<file path="config.mk">
export PLATFORM = sky130hd
export DESIGN_NAME = scabs_seq
export DESIGN_NICKNAME = d
export VERILOG_FILES = /design/src/logic/scabs_sar_core.v /design/src/logic/scabs_seq.v /design/src/logic/scabs_strobe_edge.v
export VERILOG_INCLUDE_DIRS = /design/src /design/src/logic
export SDC_FILE = /design/constraint.sdc
export NUM_CORES = 1
export LEC_CHECK = 0
export BUFFER_PORTS_ARGS = -buffer_cell sky130_fd_sc_hd__buf_2
export CORE_MARGIN = 5
export CORE_UTILIZATION = 58
export CTS_BUF_LIST = sky130_fd_sc_hd__clkbuf_2
export DETAILED_ROUTE_END_ITERATION = 8
export PLACE_DENSITY = 0.79
export SYNTH_ARGS = -nofsm -noshare
export SYNTH_HDL_FRONTEND = slang
export SYNTH_SLANG_ARGS = --single-unit
</file>
<file path="constraint.sdc">
create_clock -name i_clk_sys -period 2.8 [get_ports i_clk_sys]
set_input_delay 0.56 -clock i_clk_sys [delete_from_list [all_inputs] [get_ports i_clk_sys]]
set_output_delay 0.56 -clock i_clk_sys [all_outputs]
set_load 0.02 [all_outputs]
</file>
<file path="src/logic/scabs_consts.vh">
`ifndef SCABS_CONSTS_VH
`define SCABS_CONSTS_VH
// command word field positions on the bus
`define SCABS_CMD_B15      15
`define SCABS_CMD_B14      14
`define SCABS_CMD_B13      13
`define SCABS_CMD_B12      12
`define SCABS_CMD_B11      11
`define SCABS_CMD_B10      10
// run lengths in converter clock cycles
`define SCABS_CAL_CYCLES   9'h12c
`define SCABS_CONV_CYCLES  9'h018
// sampling window within a conversion
`define SCABS_SAMP_FIRST   9'h003
`define SCABS_SAMP_LAST    9'h00a
// result layout
`define SCABS_RES_W        13
`define SCABS_SIGN_BIT     12
`define SCABS_BUS_W        16
// converter clock divider default: 100 MHz / 50 = 2 MHz
`define SCABS_CLK_DIV      8'h32
`define SCABS_READY_WAIT   4'h2
`endif

</file>
<file path="src/logic/scabs_sar_core.v">
`timescale 1ns/1ps
`include "scabs_consts.vh"
// digital stand-in for the successive approximation engine:
// tracks the input while sampling, then copies the held value to the output on each later step
module scabs_sar_core
#(
  parameter RES_W = `SCABS_RES_W // result width
)
(
  input  wire             i_clk_sys, // system clock
  input  wire             i_reset,   // sync reset, active high
  input  wire             i_tick,    // converter clock step
  input  wire             i_sample,  // track the input
  input  wire             i_start,   // new run begins
  input  wire [RES_W-1:0] i_ain,     // digitised differential input
  output reg  [RES_W-1:0] o_code     // held approximation
);
  reg [RES_W-1:0] held_r; // value held after sampling
  // hold input: follows only while sampling
  always @(posedge i_clk_sys)
  begin
    if (i_reset)
    begin
      held_r <= {RES_W{1'b0}};
      o_code <= {RES_W{1'b0}};
    end
    else if (i_start)
      o_code <= {RES_W{1'b0}};
    else if (i_tick)
    begin
      if (i_sample)
        held_r <= i_ain;
      else
        o_code <= held_r; // input stays held after window
    end
  end
endmodule

</file>
<file path="src/logic/scabs_seq.v">
`timescale 1ns/1ps
`include "scabs_consts.vh"
module scabs_seq
#(
  parameter [7:0] CLK_DIV = `SCABS_CLK_DIV,    // system clocks per converter clock
  parameter [3:0] RDY_WT  = `SCABS_READY_WAIT  // wait states per access
)
(
  input  wire                     i_clk_sys,   // system clock
  input  wire                     i_reset,     // sync reset, active high
  input  wire                     i_cs_n,      // chip select, active low
  input  wire                     i_wr_n,      // write strobe, active low
  input  wire                     i_rd_n,      // read strobe, active low
  input  wire                     i_conv_clk_en, // converter clock running
  input  wire [`SCABS_BUS_W-1:0]  i_data,      // bus data in
  input  wire [`SCABS_RES_W-1:0]  i_ain,       // digitised differential input
  output reg  [`SCABS_BUS_W-1:0]  o_data,      // bus data out
  output wire                     o_data_oe,   // bus drive enable
  output reg                      o_int_n,     // completion interrupt, active low
  output wire                     o_ready,     // ready, low inserts wait
  output wire                     o_busy,      // run in progress
  output wire                     o_calibrating, // calibration run active
  output wire                     o_cal_valid, // calibration data valid
  output wire                     o_sampling   // input sampling window
);
  localparam [2:0] ST_IDLE = 3'b001; // waiting for command
  localparam [2:0] ST_CONV = 3'b010; // conversion run
  localparam [2:0] ST_CAL  = 3'b100; // calibration run

  reg  [2:0]                state_r;    // run state
  reg  [2:0]                state_nxt;  // next run state
  reg  [8:0]                cyc_r;      // converter cycle number in run
  reg  [8:0]                cyc_nxt;    // next cycle number
  reg  [7:0]                div_r;      // converter clock divider
  reg                       up_r;       // first converter cycle elapsed
  reg                       cal_ok_r;   // calibration data held
  reg  [`SCABS_BUS_W-1:0]   cmd_r;      // captured bus word
  reg  [`SCABS_RES_W-1:0]   res_r;      // output latch
  reg                       int_period_r; // interrupt fell this period
  reg                       rd_hold_r;  // early read seen: only a write clears
  reg  [3:0]                wait_r;     // wait state counter
  wire                      tick;       // converter clock step
  wire                      wr_act;     // write condition active
  wire                      wr_fall;    // write condition begins
  wire                      wr_rise;    // write condition ends: latch
  wire                      rd_act;     // read condition active
  wire                      rd_fall;    // read condition begins
  wire                      go_conv;    // conversion command taken
  wire                      go_cal;     // calibration command taken
  wire                      conv_done;  // last conversion cycle ends
  wire [`SCABS_RES_W-1:0]   code;       // engine result

  // command decode, shared by the capture path
  function is_conv;
    input [`SCABS_BUS_W-1:0] w;
    begin
      is_conv = w[`SCABS_CMD_B15] & ~w[`SCABS_CMD_B14] & ~w[`SCABS_CMD_B10];
    end
  endfunction

  function is_cal;
    input [`SCABS_BUS_W-1:0] w;
    begin
      is_cal = ~w[`SCABS_CMD_B15] & ~w[`SCABS_CMD_B13] & ~w[`SCABS_CMD_B12]
             & ~w[`SCABS_CMD_B11] & ~w[`SCABS_CMD_B10];
    end
  endfunction

  // sign extension of the result to the bus
  function [`SCABS_BUS_W-1:0] sext;
    input [`SCABS_RES_W-1:0] r;
    begin
      sext = {{(`SCABS_BUS_W-`SCABS_RES_W){r[`SCABS_SIGN_BIT]}}, r};
    end
  endfunction

  scabs_strobe_edge u_wr
  (
    .i_clk_sys (i_clk_sys),
    .i_reset   (i_reset),
    .i_cs_n    (i_cs_n),
    .i_stb_n   (i_wr_n),
    .o_active  (wr_act),
    .o_fall    (wr_fall),
    .o_rise    (wr_rise)
  );

  scabs_strobe_edge u_rd
  (
    .i_clk_sys (i_clk_sys),
    .i_reset   (i_reset),
    .i_cs_n    (i_cs_n),
    .i_stb_n   (i_rd_n),
    .o_active  (rd_act),
    .o_fall    (rd_fall),
    .o_rise    ()
  );

  // converter clock divider; clears to zero when the clock is stopped
  always @(posedge i_clk_sys)
  begin
    if (i_reset || !i_conv_clk_en)
      div_r <= 8'h00;
    else if (div_r == CLK_DIV - 8'h01)
      div_r <= 8'h00;
    else
      div_r <= div_r + 8'h01;
  end
  assign tick = i_conv_clk_en && (div_r == CLK_DIV - 8'h01);

  // capture the bus word while the write condition holds
  always @(posedge i_clk_sys)
  begin
    if (i_reset)
      cmd_r <= {`SCABS_BUS_W{1'b0}};
    else if (wr_act)
      cmd_r <= i_data;
  end

  // commands only after first converter cycle since power-up
  assign go_conv = wr_rise & up_r & is_conv(cmd_r);
  assign go_cal  = wr_rise & up_r & is_cal(cmd_r);

  // power-up flag: set by first converter cycle
  always @(posedge i_clk_sys)
  begin
    if (i_reset)
      up_r <= 1'b0;
    else if (tick)
      up_r <= 1'b1;
  end

  // run state machine
  always @*
  begin
    state_nxt = state_r;
    cyc_nxt   = cyc_r;
    if (go_cal)
    begin
      state_nxt = ST_CAL;
      cyc_nxt   = 9'h001;
    end
    else if (go_conv)
    begin
      state_nxt = ST_CONV;
      cyc_nxt   = 9'h001;
    end
    else if (tick)
    begin
      case (state_r)
        ST_CONV:
        begin
          if (cyc_r == `SCABS_CONV_CYCLES)
          begin
            state_nxt = ST_IDLE;
            cyc_nxt   = 9'h000;
          end
          else
            cyc_nxt = cyc_r + 9'h001;
        end
        ST_CAL:
        begin
          if (cyc_r == `SCABS_CAL_CYCLES)
          begin
            state_nxt = ST_IDLE;
            cyc_nxt   = 9'h000;
          end
          else
            cyc_nxt = cyc_r + 9'h001;
        end
        default:
          cyc_nxt = 9'h000;
      endcase
    end
  end

  always @(posedge i_clk_sys)
  begin
    if (i_reset)
    begin
      state_r <= ST_IDLE;
      cyc_r   <= 9'h000;
    end
    else
    begin
      state_r <= state_nxt;
      cyc_r   <= cyc_nxt;
    end
  end

  assign conv_done = tick && state_r == ST_CONV && cyc_r == `SCABS_CONV_CYCLES;
  assign o_sampling = state_r == ST_CONV && cyc_r >= `SCABS_SAMP_FIRST
                      && cyc_r <= `SCABS_SAMP_LAST;
  assign o_busy        = state_r != ST_IDLE;
  assign o_calibrating = state_r == ST_CAL;

  scabs_sar_core #(.RES_W(`SCABS_RES_W)) u_core
  (
    .i_clk_sys (i_clk_sys),
    .i_reset   (i_reset),
    .i_tick    (tick),
    .i_sample  (o_sampling),
    .i_start   (go_conv),
    .i_ain     (i_ain),
    .o_code    (code)
  );

  // calibration validity; a stopped clock drops it
  always @(posedge i_clk_sys)
  begin
    if (i_reset || !i_conv_clk_en)
      cal_ok_r <= 1'b0;
    else if (go_conv || go_cal)
      cal_ok_r <= cal_ok_r & ~go_cal; // recalibration in progress
    else if (tick && state_r == ST_CAL && cyc_r == `SCABS_CAL_CYCLES)
      cal_ok_r <= 1'b1;
  end
  assign o_cal_valid = cal_ok_r;

  // result latch at completion
  always @(posedge i_clk_sys)
  begin
    if (i_reset)
      res_r <= {`SCABS_RES_W{1'b0}};
    else if (conv_done)
      res_r <= code;
  end

  // interrupt: completion sets low, write strobe clears, read strobe clears unless early or locked out; set wins
  always @(posedge i_clk_sys)
  begin
    if (i_reset)
    begin
      o_int_n      <= 1'b1;
      int_period_r <= 1'b0;
    end
    else
    begin
      if (conv_done)
        o_int_n <= 1'b0;
      else if (wr_fall)
        o_int_n <= 1'b1;
      else if (rd_fall && !int_period_r && !rd_hold_r)
        o_int_n <= 1'b1;
      // remember the period in which the interrupt fell
      if (conv_done)
        int_period_r <= 1'b1;
      else if (tick)
        int_period_r <= 1'b0;
    end
  end

  // a read that meets the interrupt in its own period locks out
  // every later read; the host must write to clear the interrupt
  always @(posedge i_clk_sys)
  begin
    if (i_reset)
      rd_hold_r <= 1'b0;
    else if (rd_fall && (conv_done || int_period_r))
      rd_hold_r <= 1'b1;
    else if (wr_fall)
      rd_hold_r <= 1'b0;
  end

  // read data from flip-flops, driven only during read
  always @(posedge i_clk_sys)
  begin
    if (i_reset)
      o_data <= {`SCABS_BUS_W{1'b0}};
    else
      o_data <= sext(res_r);
  end
  assign o_data_oe = rd_act;

  // ready: hold low for a few clocks at each access start
  always @(posedge i_clk_sys)
  begin
    if (i_reset)
      wait_r <= 4'h0;
    else if (rd_fall || wr_fall)
      wait_r <= RDY_WT;
    else if (wait_r != 4'h0)
      wait_r <= wait_r - 4'h1;
  end
  assign o_ready = (wait_r == 4'h0) & ~(rd_fall | wr_fall);
endmodule

</file>
<file path="src/logic/scabs_strobe_edge.v">
`timescale 1ns/1ps
`include "scabs_consts.vh"
// watches a combined chip-select and strobe low condition
module scabs_strobe_edge
(
  input  wire i_clk_sys, // system clock
  input  wire i_reset,   // sync reset, active high
  input  wire i_cs_n,    // chip select, active low
  input  wire i_stb_n,   // read or write strobe, active low
  output wire o_active,  // both low now
  output wire o_fall,    // condition just began
  output wire o_rise     // condition just ended
);
  reg act_r; // previous condition
  assign o_active = ~i_cs_n & ~i_stb_n;
  // edge detect; inputs are already synchronous
  always @(posedge i_clk_sys)
  begin
    if (i_reset)
      act_r <= 1'b0;
    else
      act_r <= o_active;
  end
  assign o_fall = o_active & ~act_r;
  assign o_rise = ~o_active & act_r;
endmodule

</file>
Yosys cells after proc, flatten, opt, wreduce, memory -nomap -nowiden. Index checks and enable logic that the tools add are counted. W data, S select, Z words.

Register bits: 99. Bits in latches: 0. Bits in writable memories: 0. Memory bits (read-only): 0. Word-level logic and storage cells: 127. Memories: 0.

Add/subtract/negate cells: 3. $mul: 0. Div/mod/pow operators: 0. Order comparisons: 2. Equality and inequality tests: 10. Shifts and indexed selects: 0. Muxes and demuxes: 23. Bitwise gates (word level): 33. Reductions and logical operators: 37.

Operators with widths (count): $mux W9 (2); $pmux W9 S2 (1); $and A1 B1 Y1 (16); $not A1 Y1 (16); $mux W3 (5); $mux W1 (12); $logic_and A1 B1 Y1 (10); $reduce_bool A2 Y1 (5); $add A9 B1 Y9 const B (1); $eq A9 B5 Y1 const B (1); $eq A9 B9 Y1 const B (1); $ge A9 B2 Y1 const B (1); $le A9 B4 Y1 const B (1); $reduce_bool A3 Y1 (3); $add A8 B1 Y8 const B (1); $eq A8 B6 Y1 const B (1); $reduce_and A4 Y1 (2); $reduce_bool A4 Y1 (2); $reduce_or A2 Y1 (4); $ne A3 B1 Y1 const B (2); $pmux W3 S2 (1); $logic_not A4 Y1 (1); $logic_or A1 B1 Y1 (4); $mux W2 (2); other kinds (11) (13).

Depth between registers and ports, before layout. Gate-level depths: netlist of run 1.

Depth after elaboration: 9. Mapped depth: 8. Mapped depth without buffers: 7.

Cells and area by module. A second synthesis of run 1 with hierarchy kept.

Cells, all modules: 424. Area, all modules: 3648.5 um^2.

By module, submodules not included: scabs_seq (times used 1, cells an instance 299, area an instance 2652.5 um^2); scabs_sar_core (times used 1, cells an instance 115, area an instance 913.4 um^2); scabs_strobe_edge (times used 2, cells an instance 5, area an instance 41.3 um^2).

Worst setup path before layout of run 1. No wires, ideal clock.

Path kind: register -> register. From: reg cyc_r[2]. To: reg res_r[5]. Library setup time: 0.128 ns. Arrival: 1.975 ns. Data required time: 2.672 ns. Slack: 0.698 ns. Cell stages (with the launch flop): 8. Buffers on the path: 2. Period minus slack after synthesis: 2.102 ns. Cells stage by stage: dfxtp_1 -> buf_6 -> or4b_4 -> or3_4 -> nor3_4 -> buf_8 -> mux2i_1 -> nor2_1.

Cells in the longest elaborated chain, start to end: 2.

RTL lines: from (decl) (line scabs_seq.v:32) `reg [8:0] cyc_r;`; from (signal assigned) (line scabs_seq.v:187) `cyc_r <= cyc_nxt;`; $eq A9 B5 Y1 (no source line); $logic_and A1 B1 Y1 (no source line); to (signal assigned) (line scabs_seq.v:224) `` res_r <= {`SCABS_RES_W{1'b0}}; ``; to (signal assigned) (line scabs_seq.v:226) `res_r <= code;`; to (decl) (line scabs_seq.v:38) `` reg [`SCABS_RES_W-1:0] res_r; ``.

No other way between the ends. A chain may end at the register's enable or synchronous reset.

Worst setup path after layout of run 1.
From: reg state_r[0]. To: out o_sampling.

Cells in the longest elaborated chain, start to end: 3.

RTL lines: from (decl) (line scabs_seq.v:30) `reg [2:0] state_r;`; from (signal assigned) (line scabs_seq.v:186) `state_r <= state_nxt;`; $eq A3 B2 Y1 (line scabs_seq.v:192) `` assign o_sampling = state_r == ST_CONV && cyc_r >= `SCABS_SAMP_FIRST ``; $logic_and A1 B1 Y1 (no source line) (2 in a row); to (decl) (line scabs_seq.v:24) `output wire o_sampling`.

No other way between the ends.

==> run summary, run 1 <==
Setup violations remaining at the end of the flow were counted as 0. In this run the static leakage power is around 1.6 nW. The final HPWL from detailed placement came out at 4.76 mm. The count of cell types in the netlist came out at 50. The number of warnings reported in the yosys synthesis log came out at 0.

The number of nets in the synthesized netlist is around 410. Following the worst setup path forward leads to its endpoint at o_sampling. Counting the fill cells in the layout gives ~500. The post-synthesis instance area is around 3600 sq um. The power density relative to cell area came out at between 500 and 600 nW/um^2. The max-capacitance violation count is 0.

IR analysis of the VDD net gives a maximum drop of ~0.49 mV. After the first detailed-routing iteration, the DRC count stood at 96. The detail-routed via count per cell is about 5.4. Leaving out fill and tap cells, the most frequent cells in the layout are sky130_fd_sc_hd__dfxtp_1 (87), sky130_fd_sc_hd__nor2_1 (60), sky130_fd_sc_hd__buf_2 (47).

The clock slew seen by the registers of the worst setup and hold paths is between 0.2 and 0.25 ns. The clock root buffer master is sky130_fd_sc_hd__clkbuf_2. The worst setup skew after layout is about 0.032 ns. The total grt overflow came out at 0. In this run the number of cells on the critical path is 4.

The area growth from synthesis to layout is 12.0%. The iteration count of the initial detailed-routing pass came out at 4. Setup repair after global routing left no endpoint under its margin. TritonCTS built the clock tree. The count of nets left with antenna violations after detail routing is 0.

The share of the core filled with cells is about 67%. The fraction of layout cells with a size suffix above 1 is 20.2%. The number of port buffers is 47. In the routed design, unresolved DRC markers number 0.

The count of pins over their slew limit is 0. The final-layout setup total negative slack is 0 ns. The worst setup path is launched from a flip-flop. Together, buffers and inverters on the worst path number 1. After detailed routing, the total wire length is approximately 6.8 mm.

The initial antenna violation count came out at 0. The pin count of the biggest net entering global routing came out at 44. The min-delay analysis places its worst path in the category in2reg. The endpoint of the worst-slack reg-to-reg timing path is u_core.o_code[2]$_SDFFE_PP0P_. The initial utilization of the core area, before any placement, comes to 59.7%.

The share of synthesized area occupied by flip-flops and latches is around half. The average instance area after synthesis is roughly 9.5 sq um. The number of cell rows is 28.

The largest individual stage delay along the critical path comes from the cell sky130_fd_sc_hd__or4_1. The die outline area is just under 8000 sq um. The vertical die dimension came out at 88.3 um.

The signal arrival time at the worst endpoint is roughly 2.1 ns. The maximum clock frequency is approximately 0.38 GHz. The number of global-route vias before repair came out at roughly 2500. The most critical setup path has its startpoint at state_r[0]$_SDFFE_PP1P_. Across every metal layer, demand over resource in global routing totals 18.4%.

The pin slew with the least headroom to its limit is between 0.9 and 1 ns. The number of cells on the worst reg-to-reg path came out at 7. The number of H-tree levels is 3. At the end of routability-driven placement, the weighted congestion stood at between 0.7 and 0.8. The worst slew slack as a fraction of its limit is 33.6%. Leaving out fill and tap cells, the most frequent cell in the layout is sky130_fd_sc_hd__dfxtp_1. Pin placement for this block handled 58 I/O pins. Among all flip-flop cells after synthesis, the most frequent one is sky130_fd_sc_hd__dfxtp_1. The detailed router placed ~2700 vias in this run.

At the worst endpoint, the required time is about 2.2 ns. The async set-reset flop share out of synthesis is 0%. The instance count along the most critical hold path came out at 2. The family with the most delay on the worst path is simple AND/OR/NAND/NOR gates. The period utilization came out at about 94%. The clock drives 89 sinks. The worst setup path is captured at a primary output. The number of enable flip-flop cells after synthesis came out at 0. The area of all sequential standard cells came out at 1790 sq um. The critical path is of the reg2out type. The antenna diode count came out at 0. The quantity of hold-fixing buffers added after cts is 0.

For this run, the post-layout net count is about 460. The cell count after synthesis came out at around 370. The die width is between 80 and 90 um.

The time the final worst path needs with I/O delays and setup came out at roughly 2.6 ns. For this run, the slowest stage of the critical path takes approximately 0.57 ns. No sink is reached through more buffers than the 2 on the longest clock path. The clock latency reported for the late side of the worst-skew pair is approximately 0.52 ns.

In this run the critical register-to-register path is launched from cyc_r[1]$_SDFFE_PP0P_. The area of the placeable core came out at between 5000 and 6000 sq um. The run finished with clean final reports. The maximum fanout count along the critical path is 5.

The multi-input combinational cells in the finished layout cover a total of between 1500 and 2000 sq um. The signal on the critical path passes through or4_1, nor4b_4, and2_4, buf_2. After detailed routing, the average wire length per cell comes to 13.6 um. In this run, CTS created clock tree buffers numbering 9. The first global-routing pass estimated 11.4 mm of wire. The worst register-to-register path has a setup slack of 0.34 ns.

The number of hold violations in the final report is 0. The register bit total from synthesis is roughly 90.
layer usage:
layer  wire length (um)  global-route usage, %  part of all wire [%]
met1               3190                   24.3                    47
met2               3250                   29.4                    48
met3                286                   4.38                   4.2
met4                 65                   6.87                  0.96
met5                  0                      0                     0
layout make-up:
| class | instances | share of cell area, % |
|---|---|---|
| timing repair buffer | 55 | 7.41 |
| clock buffer | 9 | 1.13 |
| tap | 75 | 2.36 |
| clock inverter | 7 | 1.92 |
| sequential | 89 | 44.8 |
| multi-input combinational | 262 | 42.0 |
| inverter | 4 | 0.377 |
flip-flops by register name (all words and copies together), names as in the netlist, 4 cells and up:
signal,count
cmd_r,6
u_core.o_code,13
cyc_r,9
u_core.held_r,13
res_r,13
o_data,13
wait_r,4
div_r,8
what timing repair did:
item                       in CTS  in global routing
setup endpoints to repair       1                  3
setup buffers                   1                  2
resized for setup               3                  4
pin swaps                       1                  1
cells by family (layout without fill, tap and decap cells):
logic type      count (synthesis)  count (layout)  share of synthesized area (%)
simple gates                  159             159                           23.2
xor+xnor                        5               5                           1.23
flops                          89              89                           50.1
fa+ha+maj                       5               5                           1.76
mux                            40              40                           11.3
buf+inv                        23              75                           3.52
compound gates                 53              53                           8.93
synthesized netlist by cell type, types with 2 or more instances:
cell type	number	area [sq um]
sky130_fd_sc_hd__dfxtp_1	89	1780
sky130_fd_sc_hd__nor2_1	60	225
sky130_fd_sc_hd__mux2i_1	40	400
sky130_fd_sc_hd__nand2_1	27	101
sky130_fd_sc_hd__a21oi_1	21	105
sky130_fd_sc_hd__nor2b_1	18	113
sky130_fd_sc_hd__clkbuf_1	11	41.3
sky130_fd_sc_hd__nor3_1	11	55.1
sky130_fd_sc_hd__o21ai_0	11	55.1
sky130_fd_sc_hd__nand3_1	8	40.0
sky130_fd_sc_hd__buf_4	5	37.5
sky130_fd_sc_hd__ha_1	5	62.6
sky130_fd_sc_hd__nand2b_1	5	31.3
sky130_fd_sc_hd__a211oi_1	4	30.0
sky130_fd_sc_hd__inv_1	4	15.0
sky130_fd_sc_hd__o21bai_1	4	30.0
sky130_fd_sc_hd__xor2_1	4	35.0
sky130_fd_sc_hd__and2_1	3	18.8
sky130_fd_sc_hd__and3_1	3	18.8
sky130_fd_sc_hd__nor3b_1	3	22.5
sky130_fd_sc_hd__or2_2	3	18.8
sky130_fd_sc_hd__a21o_1	2	15.0
sky130_fd_sc_hd__a31oi_1	2	12.5
sky130_fd_sc_hd__and4b_1	2	20.0
sky130_fd_sc_hd__nand4b_1	2	17.5
sky130_fd_sc_hd__or3_1	2	12.5
sky130_fd_sc_hd__or4b_2	2	20.0
power by group:
part	internal (mW)	total, mW	switching (mW)
registers	1.28	1.28	0.00650
clock network	0.218	0.661	0.444
logic	0.0259	0.0699	0.0440
how the worst min path moves through the flow:
stage	from	endpoint	slack, ns
after detailed placement	up_r$_SDFFE_PP0P_	up_r$_SDFFE_PP0P_	0.45
final	i_rd_n	u_rd.act_r$_SDFF_PP0_	0.22
after CTS	i_rd_n	u_rd.act_r$_SDFF_PP0_	0.19
after global placement	o_cal_valid$_SDFFE_PP0P_	o_cal_valid$_SDFFE_PP0P_	0.44
after floorplan	up_r$_SDFFE_PP0P_	up_r$_SDFFE_PP0P_	0.43
after global routing	i_rd_n	u_rd.act_r$_SDFF_PP0_	0.17
through the flow:
step           hold slack (ns)  power (mW)  cell area (sq um)  setup WS, ns  instances
2_1_floorplan            0.426        1.35               3560         0.698        374
3_3_place_gp             0.439        1.38               3820         0.356        482
3_5_place_dp             0.447        1.38               3820         0.256        482
4_1_cts                  0.187        2.03               3960        0.0450        499
5_1_grt                  0.173        2.11               3980       0.00325        501
6_report                 0.224        2.02               3980         0.165        501
No activity file was read; power rests on OpenSTA's default activity.
==> run 2, diff against run 1 <==
- CORE_UTILIZATION: 58 -> 52
- PLACE_DENSITY: 0.79 -> 0.74
- clock period: 2.8 -> 2.2 ns (I/O delays scaled with it)
==> run 2 against run 1 <==
The flow now finishes with violations (negative setup slack); setup slack lost 0.35 ns; sequential power increased by 27%; global-route usage down 1.7 points; final cell count increased by 2.8%; sequential share of layout area is 1.7 points lower; largest power group unchanged.
==> run summary, run 2 (same netlist as run 1, synthesis figures left out) <==
The run finished, with violations left. The final reports fail on negative setup slack. The global placement routability congestion is 0.832 (+4.3%). The clock slew seen by the registers of the worst setup and hold paths is 0.21 ns (-0.03 ns). The max-capacitance violation count came out at 0 (unchanged). The endpoint kind of the worst setup timing path is a primary output. The start-to-end type of the worst setup path is reg2out. The post-place instance area is 3960 sq um (+3.6%). The design area was 4150 sq um (+4.1%). The final routed wirelength across all metal layers is 6.86 mm (+1.0%). In this design, the largest share of critical-path delay is due to simple AND/OR/NAND/NOR gates.

The clock root buffer master is sky130_fd_sc_hd__clkbuf_2. The count of vias placed by the detailed router came out at 2727 (+0.96%). The initial antenna violation count is 0 (unchanged). The worst register-to-register path begins at cyc_r[0]$_SDFFE_PP0P_. Tracing the worst setup path back leads to its startpoint at cyc_r[6]$_SDFFE_PP0P_. Traced cell by cell, the critical path runs through or4_4, nor4b_4, and2_4, buf_6. The number of filler instances in the final layout came out at 583 (+17%). The count of pins over their slew limit is 0 (unchanged). The die outline area is 8600 sq um (+10%). The total routing usage reported by global routing is 16.7% (-1.7 points). The worst voltage drop across the vdd grid is 0.437 mV (-10%). The element type at the critical path start is a flip-flop. The final HPWL from detailed placement came out at 4.80 mm (+0.95%).

The clock net sink count is 89 (unchanged). The worst setup skew after layout came to 0.0252 ns (-0.00694 ns). The vertical die dimension is 92.7 um (+5.0%). The power density relative to cell area came out at 639 nW/um^2 (+26%). The number of H-tree levels came to 3 (unchanged). The number of global-route vias before repair came to 2566 (+0.71%).

The die width came out at 92.7 um (+5.0%). The standby leakage power came out at 1.71 nW (+4.8%). The number of buffers added by the clock tree synthesis step came out at 9 (unchanged).

TritonCTS built the clock tree. The endpoint identified for the worst register-to-register timing path is cyc_r[8]$_SDFFE_PP0P_. The count of nets left with antenna violations after detail routing came out at 0 (unchanged). The delay of the slowest critical-path stage is 0.55 ns (-0.02 ns). The area of the placeable core came out at 6720 sq um (+13%). The global-route wire length before repair is 11.6 mm (+1.8%).

The pin count of the biggest net entering global routing is 34 (-23%). In this run the worst hold path is classified as in2reg. The number of failing setup endpoints in the final timing report came out at 1 (+1). Setup repair after global routing could not meet its margin everywhere. The final standard cell count with taps included and fillers excluded came to 515 (+2.8%). The number of port buffers is 47 (unchanged).

Following the worst setup path forward leads to its endpoint at o_sampling. The effective utilization at floorplan is 52.9% (-6.8 points). The number of hold violations in the final report came out at 0 (unchanged). The average wire per cell in the routed design is 13.3 um (-1.7%). For the finished layout, the period the worst path requires is 2.39 ns. The antenna diode count came out at 0 (unchanged). The count of buffering cells on the critical path with inverters included is 1 (unchanged). The minimum setup slack in the final design came out at -0.188 ns (-0.354 ns). The maximum fanout count along the critical path is 2 (-3).

The pin slew with the least headroom to its limit came to 0.505 ns (-0.491 ns). The quantity of hold-fixing buffers added after cts came out at 0 (unchanged). The area growth from synthesis to layout is 16.6%. The maximum clock frequency came out at approximately 0.42 GHz. The detail-routed via count per cell came out at 5.30 (-1.8%).

The clock latency reported for the late side of the worst-skew pair is 0.53 ns (about the same). In the layout the commonest cells are sky130_fd_sc_hd__dfxtp_1 (84), sky130_fd_sc_hd__nor2_1 (60), sky130_fd_sc_hd__buf_2 (46). The worst slew slack as a fraction of its limit is 66.0% (+32 points).

The fraction of layout cells with a size suffix above 1 was 23.2% (+3.0 points). The placed instance count is 498 (+3.3%). The number of cells on the worst reg-to-reg path was 7 (unchanged).

The number of cell rows came out at 30 (+7.1%). The detailed-route DRC error count came out at 0 (unchanged). The total grt overflow came out at 0 (unchanged). The deepest clock path buffer count came to 2 (unchanged). The period utilization came out at 109%.

The count of pins on the block boundary came out at 58 (unchanged). The cell count along the critical path came out at 4 (unchanged). The critical path data required time came to 1.76 ns (-0.48 ns). The iteration count of the initial detailed-routing pass is 4 (unchanged). The largest individual stage delay along the critical path comes from the cell sky130_fd_sc_hd__or4_4. The setup slack of the most critical reg-to-reg path was 0.15 ns (-0.19 ns). The net count reported at finish came out at 471 (+2.2%). The signal arrival time at the worst endpoint came out at 1.95 ns (-0.12 ns).

The most common library cell in the layout ignoring fill and taps is sky130_fd_sc_hd__dfxtp_1. The detailed router's first-iteration violation count came to 108 (+13%).
-- run 2: cell count changes in the layout (fill, tap and decap cells not counted), moves of 3 or more --
cell,delta
sky130_fd_sc_hd__buf_12,+4
sky130_fd_sc_hd__dfxtp_2,+3
sky130_fd_sc_hd__buf_4,+6
sky130_fd_sc_hd__dfxtp_1,-3
-- run 2: where the power goes --
| part | total [mW] | switching, mW | internal [mW] |
|---|---|---|---|
| Clock | 0.921 | 0.544 | 0.377 |
| Combinational | 0.0980 | 0.0585 | 0.0395 |
| Sequential | 1.63 | 0.00867 | 1.63 |
| Total | 2.65 | 0.611 | 2.04 |
-- run 2: worst min path at each step --
stage,startpoint,end,cells past startpoint
floorplan,up_r$_SDFFE_PP0P_,up_r$_SDFFE_PP0P_,2
global placement,up_r$_SDFFE_PP0P_,up_r$_SDFFE_PP0P_,2
global route,i_rd_n,u_rd.act_r$_SDFF_PP0_,2
finish,i_rd_n,u_rd.act_r$_SDFF_PP0_,2
detailed placement,o_cal_valid$_SDFFE_PP0P_,o_cal_valid$_SDFFE_PP0P_,2
CTS,i_rd_n,u_rd.act_r$_SDFF_PP0_,2
-- run 2: stage by stage --
step | power (mW) | setup WS (ns) | utilization (%) | hold WS (ns) | setup TNS [ns]
4_1_cts | 2.68 | -0.294 | 61.5 | 0.0584 | -0.294
6_report | 2.65 | -0.188 | 61.8 | 0.0935 | -0.188
2_1_floorplan | 1.72 | 0.0975 | - | 0.426 | 0
5_1_grt | 2.76 | -0.289 | 61.8 | 0.0646 | -0.289
3_5_place_dp | 1.76 | 0.0912 | 58.9 | 0.449 | 0
3_3_place_gp | 1.76 | 0.126 | 58.9 | 0.433 | 0
-- run 2: final cells by class --
cell class | count | area (sq um) | area share (%)
Clock buffer | 9 | 45.0 | 1.09
Timing Repair Buffer | 65 | 427 | 10.3
Inverter | 4 | 15.0 | 0.362
Sequential cell | 89 | 1790 | 43.2
Clock inverter | 6 | 91.3 | 2.20
Multi-Input combinational cell | 262 | 1680 | 40.5
Tap cell | 80 | 100 | 2.41
-- run 2: per-layer routing --
metal / GRT usage (%) / up-vias / routed length, um
li1: - / 1398 / -
met1: 21.1 / 1281 / 3200
met2: 27.6 / 42 / 3320
met3: 4.63 / 6 / 270
met4: 5.49 / 0 / 69
met5: 0 / - / 0
-- run 2: timing repair --
item / CTS / global route
endpoints found under the setup margin: 1 / 3
buffers inserted: 1 / 1
pin swaps: 2 / 3
gates resized for setup: 9 / 6
